==> src/eba_pkg.sv <==
// package of constants and types for the expansion bus central arbiter
package eba_pkg;
  localparam int unsigned LVL_W = 4;
  localparam logic [3:0] DEFAULT_LEVEL = 4'hf;
  localparam logic [3:0] ALL_RELEASED = 4'hf;
  localparam int unsigned SETTLE_CYCLES = 2;
  localparam int unsigned SETTLE_W = 2;
  localparam int unsigned LOCKOUT_CYCLES_DEFAULT = 100000;
  localparam int unsigned SLOT_RESET_CYCLES = 16;
  localparam int unsigned CNT_W = 32;
  localparam logic [31:0] CNT_ZERO = 32'h0;
  localparam logic [31:0] CNT_ONE = 32'h1;

  typedef enum logic [2:0] {
    EBA_PARK = 3'b000,
    EBA_WAIT_IDLE = 3'b001,
    EBA_ARB = 3'b010,
    EBA_GRANT = 3'b011,
    EBA_TIMEOUT = 3'b100
  } eba_state_t;
endpackage

==> src/eba_cnt_if.sv <==
// interface carrying the lockout counter controls and status between modules
`timescale 1ns/1ns
interface eba_cnt_if;
  logic clear;
  logic count;
  logic expired;
  modport owner (output clear, output count, input expired);
  modport counter (input clear, input count, output expired);
endinterface

==> src/eba_lockout_cnt.sv <==
// lockout timer counting cycles while a processor access is held off
`timescale 1ns/1ns
module eba_lockout_cnt #(
  parameter logic [31:0] LIMIT = 32'd100000
) (
  input wire logic clk,
  input wire logic rst_n,
  eba_cnt_if.counter cnt
);
  logic [31:0] cnt_reg;
  logic [31:0] cnt_next;
  logic expired_reg;
  logic expired_next;

  // count while asked, stop at the limit, clear on request
  always_comb begin
    cnt_next = cnt_reg;
    expired_next = expired_reg;
    if (cnt.clear) begin
      cnt_next = eba_pkg::CNT_ZERO;
      expired_next = 1'b0;
    end else if (cnt.count) begin
      if (cnt_reg >= LIMIT - eba_pkg::CNT_ONE) begin
        expired_next = 1'b1;
      end else begin
        cnt_next = cnt_reg + eba_pkg::CNT_ONE;
      end
    end
  end

  always_ff @(posedge clk or negedge rst_n) begin
    if (!rst_n) begin
      cnt_reg <= 32'h0;
      expired_reg <= 1'b0;
    end else begin
      cnt_reg <= cnt_next;
      expired_reg <= expired_next;
    end
  end

  assign cnt.expired = expired_reg;
endmodule

==> src/eba_arbiter.sv <==
// central arbitration sequencer of the host io controller
`timescale 1ns/1ns
module eba_arbiter #(
  parameter logic [31:0] LOCKOUT_CYCLES = 32'd100000,
  parameter int unsigned SLOT_RST_CYCLES = 16
) (
  input wire logic clk,
  input wire logic rstn,
  input wire logic preempt_n,
  input wire logic burst_n,
  input wire logic bus_busy,
  input wire logic [3:0] arb_bus_in,
  input wire logic dma_slave_won,
  input wire logic cpu_req,
  input wire logic cpu_done,
  input wire logic timeout_clear,
  output logic arb_gnt,
  output logic [3:0] arb_bus_out,
  output logic [3:0] arb_bus_oe,
  output logic [3:0] owner_level,
  output logic cpu_owns,
  output logic cpu_grant,
  output logic dma_cycle_drive,
  output logic bus_timeout,
  output logic slot_reset
);
  logic rst_s1_reg;
  logic rst_s2_reg;
  logic rst_n;
  eba_pkg::eba_state_t state_reg;
  eba_pkg::eba_state_t state_next;
  logic [1:0] settle_reg;
  logic [1:0] settle_next;
  logic [3:0] owner_reg;
  logic [3:0] owner_next;
  logic dma_reg;
  logic dma_next;
  logic cpu_act_reg;
  logic cpu_act_next;
  logic timeout_reg;
  logic timeout_next;
  logic [4:0] srst_reg;
  logic [4:0] srst_next;
  logic req;
  logic burst;
  eba_cnt_if cnt_bus ();

  // reset release through two flip-flops
  always_ff @(posedge clk or negedge rstn) begin
    if (!rstn) begin
      rst_s1_reg <= 1'b0;
      rst_s2_reg <= 1'b0;
    end else begin
      rst_s1_reg <= 1'b1;
      rst_s2_reg <= rst_s1_reg;
    end
  end
  assign rst_n = rst_s2_reg;

  // shared lines are active low; adapters request and hold burst
  assign req = !preempt_n;
  assign burst = !burst_n;

  // lockout counter runs while the processor waits for the bus
  assign cnt_bus.count = cpu_req && !cpu_owns && !timeout_reg;
  assign cnt_bus.clear = cpu_owns || timeout_reg;

  eba_lockout_cnt #(
    .LIMIT(LOCKOUT_CYCLES)
  ) u_lockout (
    .clk(clk),
    .rst_n(rst_n),
    .cnt(cnt_bus)
  );

  // arbitration sequencing; priority itself is resolved on the shared bus
  always_comb begin
    state_next = state_reg;
    settle_next = settle_reg;
    owner_next = owner_reg;
    dma_next = dma_reg;
    cpu_act_next = cpu_act_reg;
    timeout_next = timeout_reg;
    srst_next = srst_reg;
    if (cpu_act_reg && cpu_done) begin
      cpu_act_next = 1'b0;
    end
    unique case (state_reg)
      eba_pkg::EBA_PARK: begin
        if (req) begin
          state_next = eba_pkg::EBA_WAIT_IDLE;
        end
      end
      eba_pkg::EBA_WAIT_IDLE: begin
        if (!bus_busy) begin
          state_next = eba_pkg::EBA_ARB;
          settle_next = 2'h0;
        end
      end
      eba_pkg::EBA_ARB: begin
        if (cpu_req && !cpu_act_reg) begin
          cpu_act_next = 1'b1;
        end
        if (settle_reg != 2'(eba_pkg::SETTLE_CYCLES)) begin
          settle_next = settle_reg + 2'h1;
        end else if (!cpu_act_reg && !(cpu_req && !cpu_act_reg)) begin
          state_next = eba_pkg::EBA_GRANT;
          owner_next = req ? arb_bus_in : eba_pkg::DEFAULT_LEVEL;
          dma_next = req && dma_slave_won;
        end
      end
      eba_pkg::EBA_GRANT: begin
        if (owner_reg == eba_pkg::DEFAULT_LEVEL && !req) begin
          state_next = eba_pkg::EBA_PARK;
        end else if (!bus_busy && !burst) begin
          state_next = eba_pkg::EBA_WAIT_IDLE;
          dma_next = 1'b0;
        end
      end
      eba_pkg::EBA_TIMEOUT: begin
        if (srst_reg != 5'h0) begin
          srst_next = srst_reg - 5'h1;
        end
        if (timeout_clear && srst_reg == 5'h0) begin
          timeout_next = 1'b0;
          state_next = eba_pkg::EBA_PARK;
          owner_next = eba_pkg::DEFAULT_LEVEL;
        end
      end
      default: begin
        state_next = eba_pkg::EBA_PARK;
      end
    endcase
    if (cnt_bus.expired && !timeout_reg) begin
      timeout_next = 1'b1;
      state_next = eba_pkg::EBA_TIMEOUT;
      srst_next = 5'(SLOT_RST_CYCLES);
      dma_next = 1'b0;
    end
  end

  always_ff @(posedge clk or negedge rst_n) begin
    if (!rst_n) begin
      state_reg <= eba_pkg::EBA_PARK;
      settle_reg <= 2'h0;
      owner_reg <= 4'hf;
      dma_reg <= 1'b0;
      cpu_act_reg <= 1'b0;
      timeout_reg <= 1'b0;
      srst_reg <= 5'h0;
    end else begin
      state_reg <= state_next;
      settle_reg <= settle_next;
      owner_reg <= owner_next;
      dma_reg <= dma_next;
      cpu_act_reg <= cpu_act_next;
      timeout_reg <= timeout_next;
      srst_reg <= srst_next;
    end
  end

  // line levels: grant high, arbitrate low; timeout forces arbitrate
  assign arb_gnt = !(state_reg == eba_pkg::EBA_ARB || timeout_reg);
  // the controller joins arbitration at level 0xf, which drives nothing low
  assign arb_bus_out = 4'h0;
  assign arb_bus_oe = (state_reg == eba_pkg::EBA_ARB) ? ~eba_pkg::DEFAULT_LEVEL : 4'h0;
  assign owner_level = owner_reg;
  assign cpu_owns = (state_reg == eba_pkg::EBA_PARK) ||
                    (state_reg == eba_pkg::EBA_GRANT && owner_reg == eba_pkg::DEFAULT_LEVEL) ||
                    cpu_act_reg;
  assign cpu_grant = cpu_req && (cpu_owns || timeout_reg);
  assign dma_cycle_drive = dma_reg && state_reg == eba_pkg::EBA_GRANT;
  assign bus_timeout = timeout_reg;
  assign slot_reset = timeout_reg && srst_reg != 5'h0;
endmodule

==> config.mk <==
export PLATFORM = sky130hd
export DESIGN_NAME = eba_arbiter
export DESIGN_NICKNAME = d
export VERILOG_FILES = /design/src/eba_pkg.sv /design/src/eba_cnt_if.sv /design/src/eba_lockout_cnt.sv /design/src/eba_arbiter.sv
export SDC_FILE = /design/constraint.sdc
export NUM_CORES = 1
export LEC_CHECK = 0
export BUFFER_PORTS_ARGS = -buffer_cell sky130_fd_sc_hd__buf_2
export CORE_MARGIN = 8
export CORE_UTILIZATION = 51
export DETAILED_ROUTE_END_ITERATION = 8
export GPL_TIMING_DRIVEN = 0
export PLACE_DENSITY = 0.71
export RECOVER_POWER = 25
export SETUP_SLACK_MARGIN = 0.02
export SLEW_MARGIN = 15
export SYNTH_ARGS = -nofsm -noshare
export SYNTH_HDL_FRONTEND = slang
export SYNTH_SLANG_ARGS = --single-unit
==> constraint.sdc <==
create_clock -name clk -period 2.5 [get_ports clk]
set_clock_uncertainty 0.05 [all_clocks]
set_input_delay 0.5 -clock clk [delete_from_list [all_inputs] [get_ports clk]]
set_output_delay 0.5 -clock clk [all_outputs]
set_load 0.05 [all_outputs]
==> results of run 1 <==
-- power groups by stage --
stage / Sequential [mW] / Clock [mW] / Combinational [mW]
floorplan: 1.11 / 0 / 0.488
global placement: 1.02 / 0 / 0.706
detailed placement: 1.02 / 0 / 0.735
CTS: 1.02 / 0.491 / 0.726
global route: 1.02 / 0.528 / 0.817
finish: 1.01 / 0.472 / 0.755
-- cell type report --
class	count	share of cell area
multi-input cells	193	0.405
clock inverters	2	0.00541
clock buffers	6	0.0241
repair buffers	28	0.0607
well taps	70	0.0291
inverters	8	0.00998
flip-flops and latches	52	0.435
plain buffers	15	0.0316
-- cells by family (layout without fill, tap and decap cells) --
| kind of cell | Yosys count | count (layout) | synth area share |
|---|---|---|---|
| muxes | 10 | 10 | 0.0404 |
| AOI/OAI and AO/OA | 47 | 47 | 0.108 |
| DFF | 52 | 52 | 0.502 |
| xor gates and xnor gates | 6 | 6 | 0.0202 |
| and+or+nand+nor | 117 | 117 | 0.257 |
| other | 2 | 9 | 0.00289 |
| adders and majority gates | 4 | 4 | 0.0192 |
| buffers and inverters | 25 | 59 | 0.0505 |
-- worst reg2reg max path, stage by stage, from the launching register on --
cell and delay, ps:
dfrtp_1 400, nor4_2 280, nand4_1 260, or4b_1 550
buf_6 160, or4_1 470, a21oi_1 150
-- Yosys cell counts, types with 2 or more instances --
| library cell | instances | area (um2) |
|---|---|---|
| a211oi_1 | 6 | 45.0 |
| a21bo_2 | 2 | 20.0 |
| a21oi_1 | 17 | 85.1 |
| a31oi_1 | 3 | 18.8 |
| and2_1 | 16 | 100 |
| and3_1 | 2 | 12.5 |
| and4_1 | 2 | 17.5 |
| buf_4 | 8 | 60.1 |
| clkbuf_1 | 8 | 30.0 |
| conb_1 | 2 | 7.51 |
| dfrtp_1 | 48 | 1200 |
| dfstp_2 | 4 | 105 |
| ha_1 | 4 | 50.1 |
| inv_1 | 8 | 30.0 |
| mux2_2 | 4 | 45.0 |
| mux2i_1 | 6 | 60.1 |
| nand2_1 | 13 | 48.8 |
| nand2b_1 | 2 | 12.5 |
| nand3_1 | 9 | 45.0 |
| nand3b_1 | 4 | 30.0 |
| nand4_1 | 5 | 31.3 |
| nor2_1 | 24 | 90.1 |
| nor2b_1 | 3 | 18.8 |
| nor3_1 | 6 | 30.0 |
| nor4_1 | 4 | 25.0 |
| nor4_2 | 3 | 37.5 |
| nor4b_1 | 2 | 17.5 |
| o21ai_0 | 13 | 65.1 |
| o31ai_1 | 4 | 30.0 |
| or2_2 | 3 | 18.8 |
| or3_1 | 10 | 62.6 |
| or3_2 | 3 | 22.5 |
| or4_1 | 3 | 22.5 |
| xnor2_1 | 2 | 17.5 |
| xor2_1 | 4 | 35.0 |
-- metal layers --
layer  up-vias  wire [um]  global-route usage
met3         7        232              0.0349
met1       968       2410               0.186
li1        999          -                   -
met4         0         61              0.0594
met2        32       2510               0.238
met5         -          0                   0
-- what timing repair did --
item / CTS / global route
pin swaps: 0 / 5
resized for setup: 4 / 6
hold buffers: 1 / 0
endpoints found under the setup margin: 6 / 11
buffers inserted: 1 / 3
endpoints found under the hold margin: 2 / 0
-- how the worst max path moves through the flow --
stage / from / to / slack, ps / cells after the start
floorplan: owner_level[1]$_DFFE_PN1P_ / cpu_grant / 60 / 6
global placement: srst_reg[0]$_DFFE_PN0P_ / owner_level[1]$_DFFE_PN1P_ / -70 / 7
detailed placement: srst_reg[0]$_DFFE_PN0P_ / owner_level[3]$_DFFE_PN1P_ / -70 / 7
CTS: state_reg[1]$_DFFE_PN0P_ / cpu_grant / 20 / 6
global route: owner_level[0]$_DFFE_PN1P_ / cpu_grant / 20 / 6
finish: owner_level[2]$_DFFE_PN1P_ / cpu_grant / 110 / 6
==> flow_metrics.py, run 1 <==
metrics = {
    "setup_path": {
        "regToRegEndpoint": "u_lockout.cnt_reg[10]$_DFFE_PN0P_",
        "timing.critical_path.arrival_ps": 1840,
        "timing.critical_path.required_ps": 1950,
        "criticalPathCategory": "reg -> out",
        "timing.critical_path.max_delay_family": "flip-flops",
        "crit_path_cells": "nand4_1, o21ai_2, a21o_2, or2_4, and2_4, buf_6",
        "critical_path.endpoint_type": "output port",
        "path_max_fanout": 9,
        "cp-start-kind": "flop",
        "r2r_slack_ps": 130,
        "critical_path_buf_inv_count": 1,
        "r2r-start": "u_lockout.cnt_reg[26]$_DFFE_PN0P_",
        "critPathSlowestCell": "dfstp_2",
        "worst-r2r-cell-count": 6,
        "slowest_delay_ps": 550,
    },
    "power_and_ir_drop": {
        "pwr-share-comb": 0.337,
        "switchingPower_mw": 0.825,
        "internal-power_mw": 1.41,
        "report.power.total_mw": 2.24,
        "p_sw_frac": 0.369,
        "share_clk_of_total_power": 0.211,
        "power.sequential.fraction": 0.452,
        "pwr_density_cell_nw_per_um2": 743,
        "p_leak_nw": 1.30,
        "peakVddDrop_mv": 0.451,
    },
    "place": {
        "place_inst": 363,
        "place_congestion": 0.838,
        "placed_area_um2": 2860,
        "dpl_worst_slack_ps": -70.0,
        "port_buffers": 22,
        "dp.final_hpwl_mm": 3.76,
    },
    "final_layout": {
        "synth_to_layout_area_growth_pct": 15.6,
        "layoutNonFillerInstCount": 374,
        "fin_nets": 320,
        "nFillCells": 456,
        "final_core_util": 0.601,
        "layout-drive-gt1-share": 0.234,
        "mostFrequentLayoutCell": "dfrtp_1",
        "diodes": 0,
        "largest_register_ff_count": 32,
        "multi_input_area_um2": 1220,
        "finish.instance_area_um2": 3010,
        "seqCellArea_um2": 1310,
        "layout.cells.most_common_list": "dfrtp_1, nor2_1, buf_2, a21oi_1, and2_1",
    },
    "clocking": {
        "tritoncts.num_buffers": 5,
        "cts_tree": "yes",
        "clkTransAtPathRegs_ps": 90,
        "insertion_delay_ps": 300,
        "cts-root-to-sink-buffers": 2,
        "htree_num_levels": 2,
        "cts.sink_count": 52,
        "clock_tree.root_cell": "clkbuf_8",
    },
    "min_path": {
        "holdCritPathClass": "reg -> reg",
        "holdPathEnd": "rst_n$_DFF_PN0_",
        "hold_path.startpoint": "rst_s1_reg$_DFF_PN0_",
        "hold_depth": 0,
    },
    "logic_synthesis": {
        "synth-async-reset-ratio": 1.00,
        "yosys_warnings": 0,
        "ys_seq_area_frac": 0.502,
        "yosys_most_used_dff": "dfrtp_1",
        "synth_cell_types": 41,
        "synth_register_bits": 52,
        "synth_edf_count": 0,
        "post_synth_inst_count": 263,
        "synth.avg_cell_area_um2": 9.90,
        "synthesis.area_um2": 2600,
    },
    "die": {
        "fp.coreArea_um2": 5010,
        "die_area_um2": 7640,
        "number_of_rows_created_at_floorplan": 26,
        "effective_utilization_at_floorplan": 0.519,
        "dieWidth_um": 87.4,
        "die_height_um": 87.4,
        "pin_count": 31,
    },
    "routing": {
        "detail_route.vias_per_cell": 5.36,
        "wl_mm": 5.22,
        "detail-route-antenna-nets": 0,
        "firstDrtPassIters": 4,
        "dr.first_iter.drc_count": 106,
        "num_vias": 2006,
        "post-route-drc-count": 0,
        "route.detailed.wl_per_inst_um": 14.0,
    },
    "job": {
        "timing.max_cap.violations": 0,
    },
    "timing": {
        "final-hold-violation-count": 0,
        "period_minus_slack_ps": 2390,
        "setup_viol": 0,
        "timing.setup.tns_ps": 0,
        "worst_slew_margin_rel": 0.171,
        "final_critical_path_setup_slack_ps": 115,
        "timing.fmax_ghz": 0.419,
        "slew_violations": 0,
        "worst_hold_margin_ps": 314,
        "worst_pin_slew_ps": 1240,
        "grt_setup_unrepaired": "no",
        "portion_of_the_clock_cycle_consumed_by_the_worst_path_in_the_final_layout": 0.954,
    },
    "global_route": {
        "number_of_global_route_vias_before_repair": 1932,
        "largest_net_degree_at_the_start_of_global_routing": 29,
        "grt_pass1_wl_mm": 8.94,
        "grt_antenna_before_repair": 0,
        "grt.total_usage": 0.148,
        "overflow": 0,
    },
    "run_status": {
        "result_of_the_run": "finished, final reports clean",
    },
}
Power figures use the tool's default switching activity.
==> run 2, diff against run 1 <==
--- a/config.mk
+++ b/config.mk
@@ -10,7 +10,7 @@
 export CORE_UTILIZATION = 51
 export DETAILED_ROUTE_END_ITERATION = 8
 export GPL_TIMING_DRIVEN = 0
-export PLACE_DENSITY = 0.71
+export PLACE_DENSITY = 0.73
 export RECOVER_POWER = 25
 export SETUP_SLACK_MARGIN = 0.02
 export SLEW_MARGIN = 15
==> flow_metrics.py, run 2 (synthesis results as in run 1) <==
metrics = {
    "setup_path": {
        "timing.critical_path.arrival_ps": 1850,
        "path_max_fanout": 9,
        "critical_path.endpoint_type": "output port",
        "r2r_slack_ps": 140,
        "r2r-start": "u_lockout.cnt_reg[26]$_DFFE_PN0P_",
        "criticalPathCategory": "reg -> out",
        "timing.critical_path.required_ps": 1950,
        "regToRegEndpoint": "u_lockout.cnt_reg[3]$_DFFE_PN0P_",
        "worst-r2r-cell-count": 6,
        "cp-start-kind": "flop",
    },
    "final_layout": {
        "layout.cells.most_common_list": "dfrtp_1, nor2_1, buf_2, a21oi_1, and2_1",
        "nFillCells": 430,
        "fin_nets": 322,
        "multi_input_area_um2": 1210,
        "mostFrequentLayoutCell": "dfrtp_1",
        "seqCellArea_um2": 1310,
        "layoutNonFillerInstCount": 376,
        "diodes": 0,
        "synth_to_layout_area_growth_pct": 15.2,
        "largest_register_ff_count": 32,
        "layout-drive-gt1-share": 0.235,
    },
    "global_route": {
        "met3_layer_usage_reported_by_global_route": 0.0274,
        "grt.total_usage": 0.141,
        "grt_most_used_layer": "met2",
        "number_of_global_route_vias_before_repair": 1867,
        "grt_pass1_wl_mm": 8.63,
        "grt_antenna_before_repair": 0,
        "grt.met2_usage": 0.222,
        "largest_net_degree_at_the_start_of_global_routing": 33,
        "met1_usage": 0.185,
        "overflow": 0,
    },
    "timing": {
        "worst_pin_slew_ps": 1040,
        "final_critical_path_setup_slack_ps": 99.9,
        "period_minus_slack_ps": 2400,
        "final-hold-violation-count": 0,
        "worst_slew_margin_rel": 0.304,
        "portion_of_the_clock_cycle_consumed_by_the_worst_path_in_the_final_layout": 0.960,
        "timing.fmax_ghz": 0.417,
        "setup_viol": 0,
        "slew_violations": 0,
        "grt_setup_unrepaired": "yes",
        "timing.setup.tns_ps": 0,
    },
    "power_and_ir_drop": {
        "peakVddDrop_mv": 0.385,
        "p_leak_nw": 1.30,
        "pwr_density_cell_nw_per_um2": 774,
        "report.power.total_mw": 2.32,
    },
    "place": {
        "place_congestion": 0.826,
        "place_inst": 363,
        "dp.final_hpwl_mm": 3.69,
        "port_buffers": 22,
        "dpl_worst_slack_ps": 34.7,
    },
    "routing": {
        "num_vias": 2023,
        "post-route-drc-count": 0,
        "detail_route.vias_per_cell": 5.38,
        "detail-route-antenna-nets": 0,
        "firstDrtPassIters": 4,
        "wl_mm": 5.26,
        "dr.first_iter.drc_count": 148,
        "route.detailed.wl_per_inst_um": 14.0,
    },
    "clocking": {
        "cts.sink_count": 52,
        "cts_tree": "yes",
        "tritoncts.num_buffers": 5,
        "htree_num_levels": 2,
        "cts-root-to-sink-buffers": 2,
        "insertion_delay_ps": 310,
        "clkTransAtPathRegs_ps": 100,
        "clock_tree.root_cell": "clkbuf_8",
    },
    "die": {
        "number_of_rows_created_at_floorplan": 26,
        "effective_utilization_at_floorplan": 0.519,
        "die_height_um": 87.4,
        "die_area_um2": 7640,
        "dieWidth_um": 87.4,
        "fp.coreArea_um2": 5010,
        "pin_count": 31,
    },
    "min_path": {
        "holdCritPathClass": "reg -> async",
    },
    "run_status": {
        "result_of_the_run": "finished, final reports clean",
    },
    "job": {
        "timing.max_cap.violations": 0,
    },
}
==> run 2: worst max-delay path by stage <==
stage	depth (start not counted)	start	endpoint
2_1_floorplan	6	owner_level[1]$_DFFE_PN1P_	cpu_grant
3_3_place_gp	7	srst_reg[0]$_DFFE_PN0P_	owner_level[2]$_DFFE_PN1P_
3_5_place_dp	8	state_reg[1]$_DFFE_PN0P_	cpu_grant
4_1_cts	7	srst_reg[0]$_DFFE_PN0P_	owner_level[3]$_DFFE_PN1P_
5_1_grt	6	u_lockout.cnt_reg[0]$_DFFE_PN0P_	u_lockout.cnt_reg[12]$_DFFE_PN0P_
6_report	6	owner_level[0]$_DFFE_PN1P_	cpu_grant
==> run 2: final cells by class <==
cell class | instances | area share
Buffer | 15 | 0.0317
Clock buffer | 6 | 0.0275
Clock inverter | 2 | 0.00501
Inverter | 8 | 0.0100
Multi-Input combinational cell | 193 | 0.402
Sequential cell | 52 | 0.436
Tap cell | 70 | 0.0292
Timing Repair Buffer | 30 | 0.0584
==> run 2: repair_timing <==
| action | 4_1_cts | 5_1_grt |
|---|---|---|
| buffers inserted | 1 | 5 |
| endpoints found under the hold margin | 2 | 0 |
| pin swaps | 0 | 4 |
| endpoints found under the setup margin | 4 | 8 |
| resized for setup | 3 | 5 |
| hold buffers | 1 | 0 |
| cloned | 0 | 0 |
==> run 2: per-stage QoR <==
stage	hold WS [ps]	utilization	cell area, um2
2_1_floorplan	154	-	2630
3_3_place_gp	236	0.565	2830
3_5_place_dp	170	0.569	2850
4_1_cts	178	0.592	2970
5_1_grt	327	0.599	3000
6_report	249	0.599	3000
==> run 2: routing by layer <==
| layer | up-vias | part of all wire |
|---|---|---|
| met5 | - | 0 |
| met4 | 0 | 0.013 |
| met3 | 5 | 0.032 |
| met2 | 33 | 0.48 |
| met1 | 989 | 0.47 |
| li1 | 996 | - |
==> run 2: critical path, stage by stage (launching register included) <==
cell     delay, ps
dfstp_2        560
nand4_1        180
o21ai_2        180
a21o_2         160
or2_4          170
and2_4         150
buf_6          150
==> run 2: report_power, final <==
| group | switching, mW | internal [mW] |
|---|---|---|
| combinational | 0.497 | 0.302 |
| clock | 0.280 | 0.225 |
| sequential | 0.0773 | 0.940 |
==> run 3, diff against run 2 <==
==> constraint.sdc (replaced) <==
create_clock -name clk -period 2.8 [get_ports clk]
set_clock_uncertainty 0.05 [all_clocks]
set_input_delay 0.56 -clock clk [delete_from_list [all_inputs] [get_ports clk]]
set_output_delay 0.56 -clock clk [all_outputs]
set_load 0.05 [all_outputs]
==> flow_metrics.py, run 3 (synthesis results as in run 1) <==
metrics = {
    "global_route": {
        "grt.total_usage": 0.143,
        "grt_pass1_wl_mm": 8.70,
        "number_of_global_route_vias_before_repair": 1858,
        "largest_net_degree_at_the_start_of_global_routing": 28,
        "grt_antenna_before_repair": 0,
        "overflow": 0,
    },
    "run_status": {
        "result_of_the_run": "finished, final reports clean",
    },
    "power_and_ir_drop": {
        "p_sw_frac": 0.360,
        "pwr-share-comb": 0.319,
        "peakVddDrop_mv": 0.557,
        "p_leak_nw": 1.27,
        "switchingPower_mw": 0.713,
        "internal-power_mw": 1.27,
        "report.power.total_mw": 1.98,
        "power.sequential.fraction": 0.461,
        "pwr_density_cell_nw_per_um2": 674,
        "share_clk_of_total_power": 0.220,
    },
    "timing": {
        "final-hold-violation-count": 0,
        "period_minus_slack_ps": 2650,
        "timing.fmax_ghz": 0.378,
        "slew_violations": 0,
        "setup_viol": 0,
        "timing.setup.tns_ps": 0,
        "worst_slew_margin_rel": 0.272,
        "worst_pin_slew_ps": 1090,
        "portion_of_the_clock_cycle_consumed_by_the_worst_path_in_the_final_layout": 0.946,
        "grt_setup_unrepaired": "no",
    },
    "die": {
        "number_of_rows_created_at_floorplan": 26,
        "fp.coreArea_um2": 5010,
        "effective_utilization_at_floorplan": 0.519,
        "pin_count": 31,
        "die_height_um": 87.4,
        "dieWidth_um": 87.4,
        "die_area_um2": 7640,
    },
    "final_layout": {
        "mostFrequentLayoutCell": "dfrtp_1",
        "synth_to_layout_area_growth_pct": 13.0,
        "diodes": 0,
        "layout-drive-gt1-share": 0.203,
        "seqCellArea_um2": 1310,
        "nFillCells": 456,
        "multi_input_area_um2": 1190,
        "layout.cells.most_common_list": "dfrtp_1, nor2_1, buf_2, a21oi_1, and2_1",
        "largest_register_ff_count": 32,
        "fin_nets": 316,
    },
    "setup_path": {
        "criticalPathCategory": "reg -> out",
        "cell_repeated_most_along_the_worst_path": "or2_2",
        "timing.critical_path.required_ps": 2190,
        "path_max_fanout": 9,
        "critical_path.endpoint_type": "output port",
        "crit_path_cells": "or2_2, o21ai_1, a21o_2, or2_2, and2_2, buf_2",
        "critPathSlowestCell": "dfrtp_2",
        "slowest_delay_ps": 470,
        "cp-start-kind": "flop",
        "critical_path_buf_inv_count": 1,
        "timing.critical_path.arrival_ps": 2040,
        "timing.critical_path.max_delay_family": "simple AND/OR/NAND/NOR gates",
    },
    "place": {
        "place_congestion": 0.819,
        "dp.final_hpwl_mm": 3.71,
        "port_buffers": 22,
    },
    "routing": {
        "detail-route-antenna-nets": 0,
        "post-route-drc-count": 0,
        "num_vias": 1971,
        "dr.first_iter.drc_count": 102,
        "wl_mm": 4.94,
        "route.detailed.wl_per_inst_um": 13.3,
        "firstDrtPassIters": 4,
        "detail_route.vias_per_cell": 5.33,
    },
    "job": {
        "timing.max_cap.violations": 0,
    },
    "clocking": {
        "cts.sink_count": 52,
        "clkTransAtPathRegs_ps": 90,
        "cts_tree": "yes",
        "clock_tree.root_cell": "clkbuf_8",
        "tritoncts.num_buffers": 5,
        "htree_num_levels": 2,
        "cts-root-to-sink-buffers": 2,
        "postCtsSetupRepairBufs": 0,
        "insertion_delay_ps": 310,
    },
    "min_path": {
        "holdCritPathClass": "reg -> reg",
    },
}
[run 3: power by group through the flow]
stage	registers [mW]	clock network, mW	logic (mW)
global placement	0.913	0	0.629
detailed placement	0.912	0	0.648
finish	0.913	0.436	0.632
floorplan	0.987	0	0.434
global route	0.931	0.480	0.692
CTS	0.912	0.452	0.632
[run 3: through the flow]
| step | hold WS [ps] | util | std cells | area, um2 | worst slack, ps |
|---|---|---|---|---|---|
| global placement | 290 | 0.565 | 362 | 2830 | 119 |
| detailed placement | 248 | 0.569 | 363 | 2850 | 88.9 |
| finish | 307 | 0.587 | 370 | 2940 | 151 |
| global route | 311 | 0.587 | 370 | 2940 | 27.3 |
| CTS | 254 | 0.587 | 370 | 2940 | 21.8 |
| floorplan | 214 | - | 270 | 2630 | 78.9 |
[run 3: final timing paths]
| path | end | from | depth (start not counted) | slack (ps) |
|---|---|---|---|---|
| max | cpu_grant | state_reg[1]$_DFFE_PN0P_ | 6 | 150 |
| min | rst_n$_DFF_PN0_ | rst_s1_reg$_DFF_PN0_ | 0 | 310 |
| max reg2reg | owner_level[1]$_DFFE_PN1P_ | srst_reg[0]$_DFFE_PN0P_ | 7 | 250 |
| min reg2reg | rst_n$_DFF_PN0_ | rst_s1_reg$_DFF_PN0_ | 0 | 310 |
| max in group asynchronous | state_reg[1]$_DFFE_PN0P_ | rst_n$_DFF_PN0_ | 1 | 1590 |
| min in group asynchronous | u_lockout.cnt_reg[13]$_DFFE_PN0P_ | rst_n$_DFF_PN0_ | 0 | 410 |
[run 3: per-layer routing]
layer	part of all wire	GRT usage	vias to the layer above
met5	0	0	-
met2	0.46	0.213	39
met1	0.49	0.198	935
met4	0.011	0.0516	0
met3	0.048	0.0302	7
li1	-	-	990
[run 3: what timing repair did]
item | in CTS | in global routing
setup endpoints to repair | 1 | 1
pin swaps | 0 | 0
hold buffers | 1 | 0
hold endpoints to repair | 2 | 0
resized for setup | 0 | 2
[run 3: worst reg2reg max path: cells and delay by family (launching register included)]
kind	cells	cell delay, ps
flip-flops	1	410
AO/OA/AOI/OAI	1	640
multiplexers	1	410
buffers and inverters	1	90
AND/OR/NAND/NOR	3	740
adder cells (fa/ha/maj)	1	140
[run 3: area by class of cell]
| class | count | share of cell area |
|---|---|---|
| buffer | 15 | 0.0319 |
| clock buffer | 8 | 0.0306 |
| inverter | 8 | 0.0102 |
| multi-input combinational | 193 | 0.406 |
| sequential | 52 | 0.444 |
| tap | 70 | 0.0298 |
| timing repair buffer | 24 | 0.0472 |
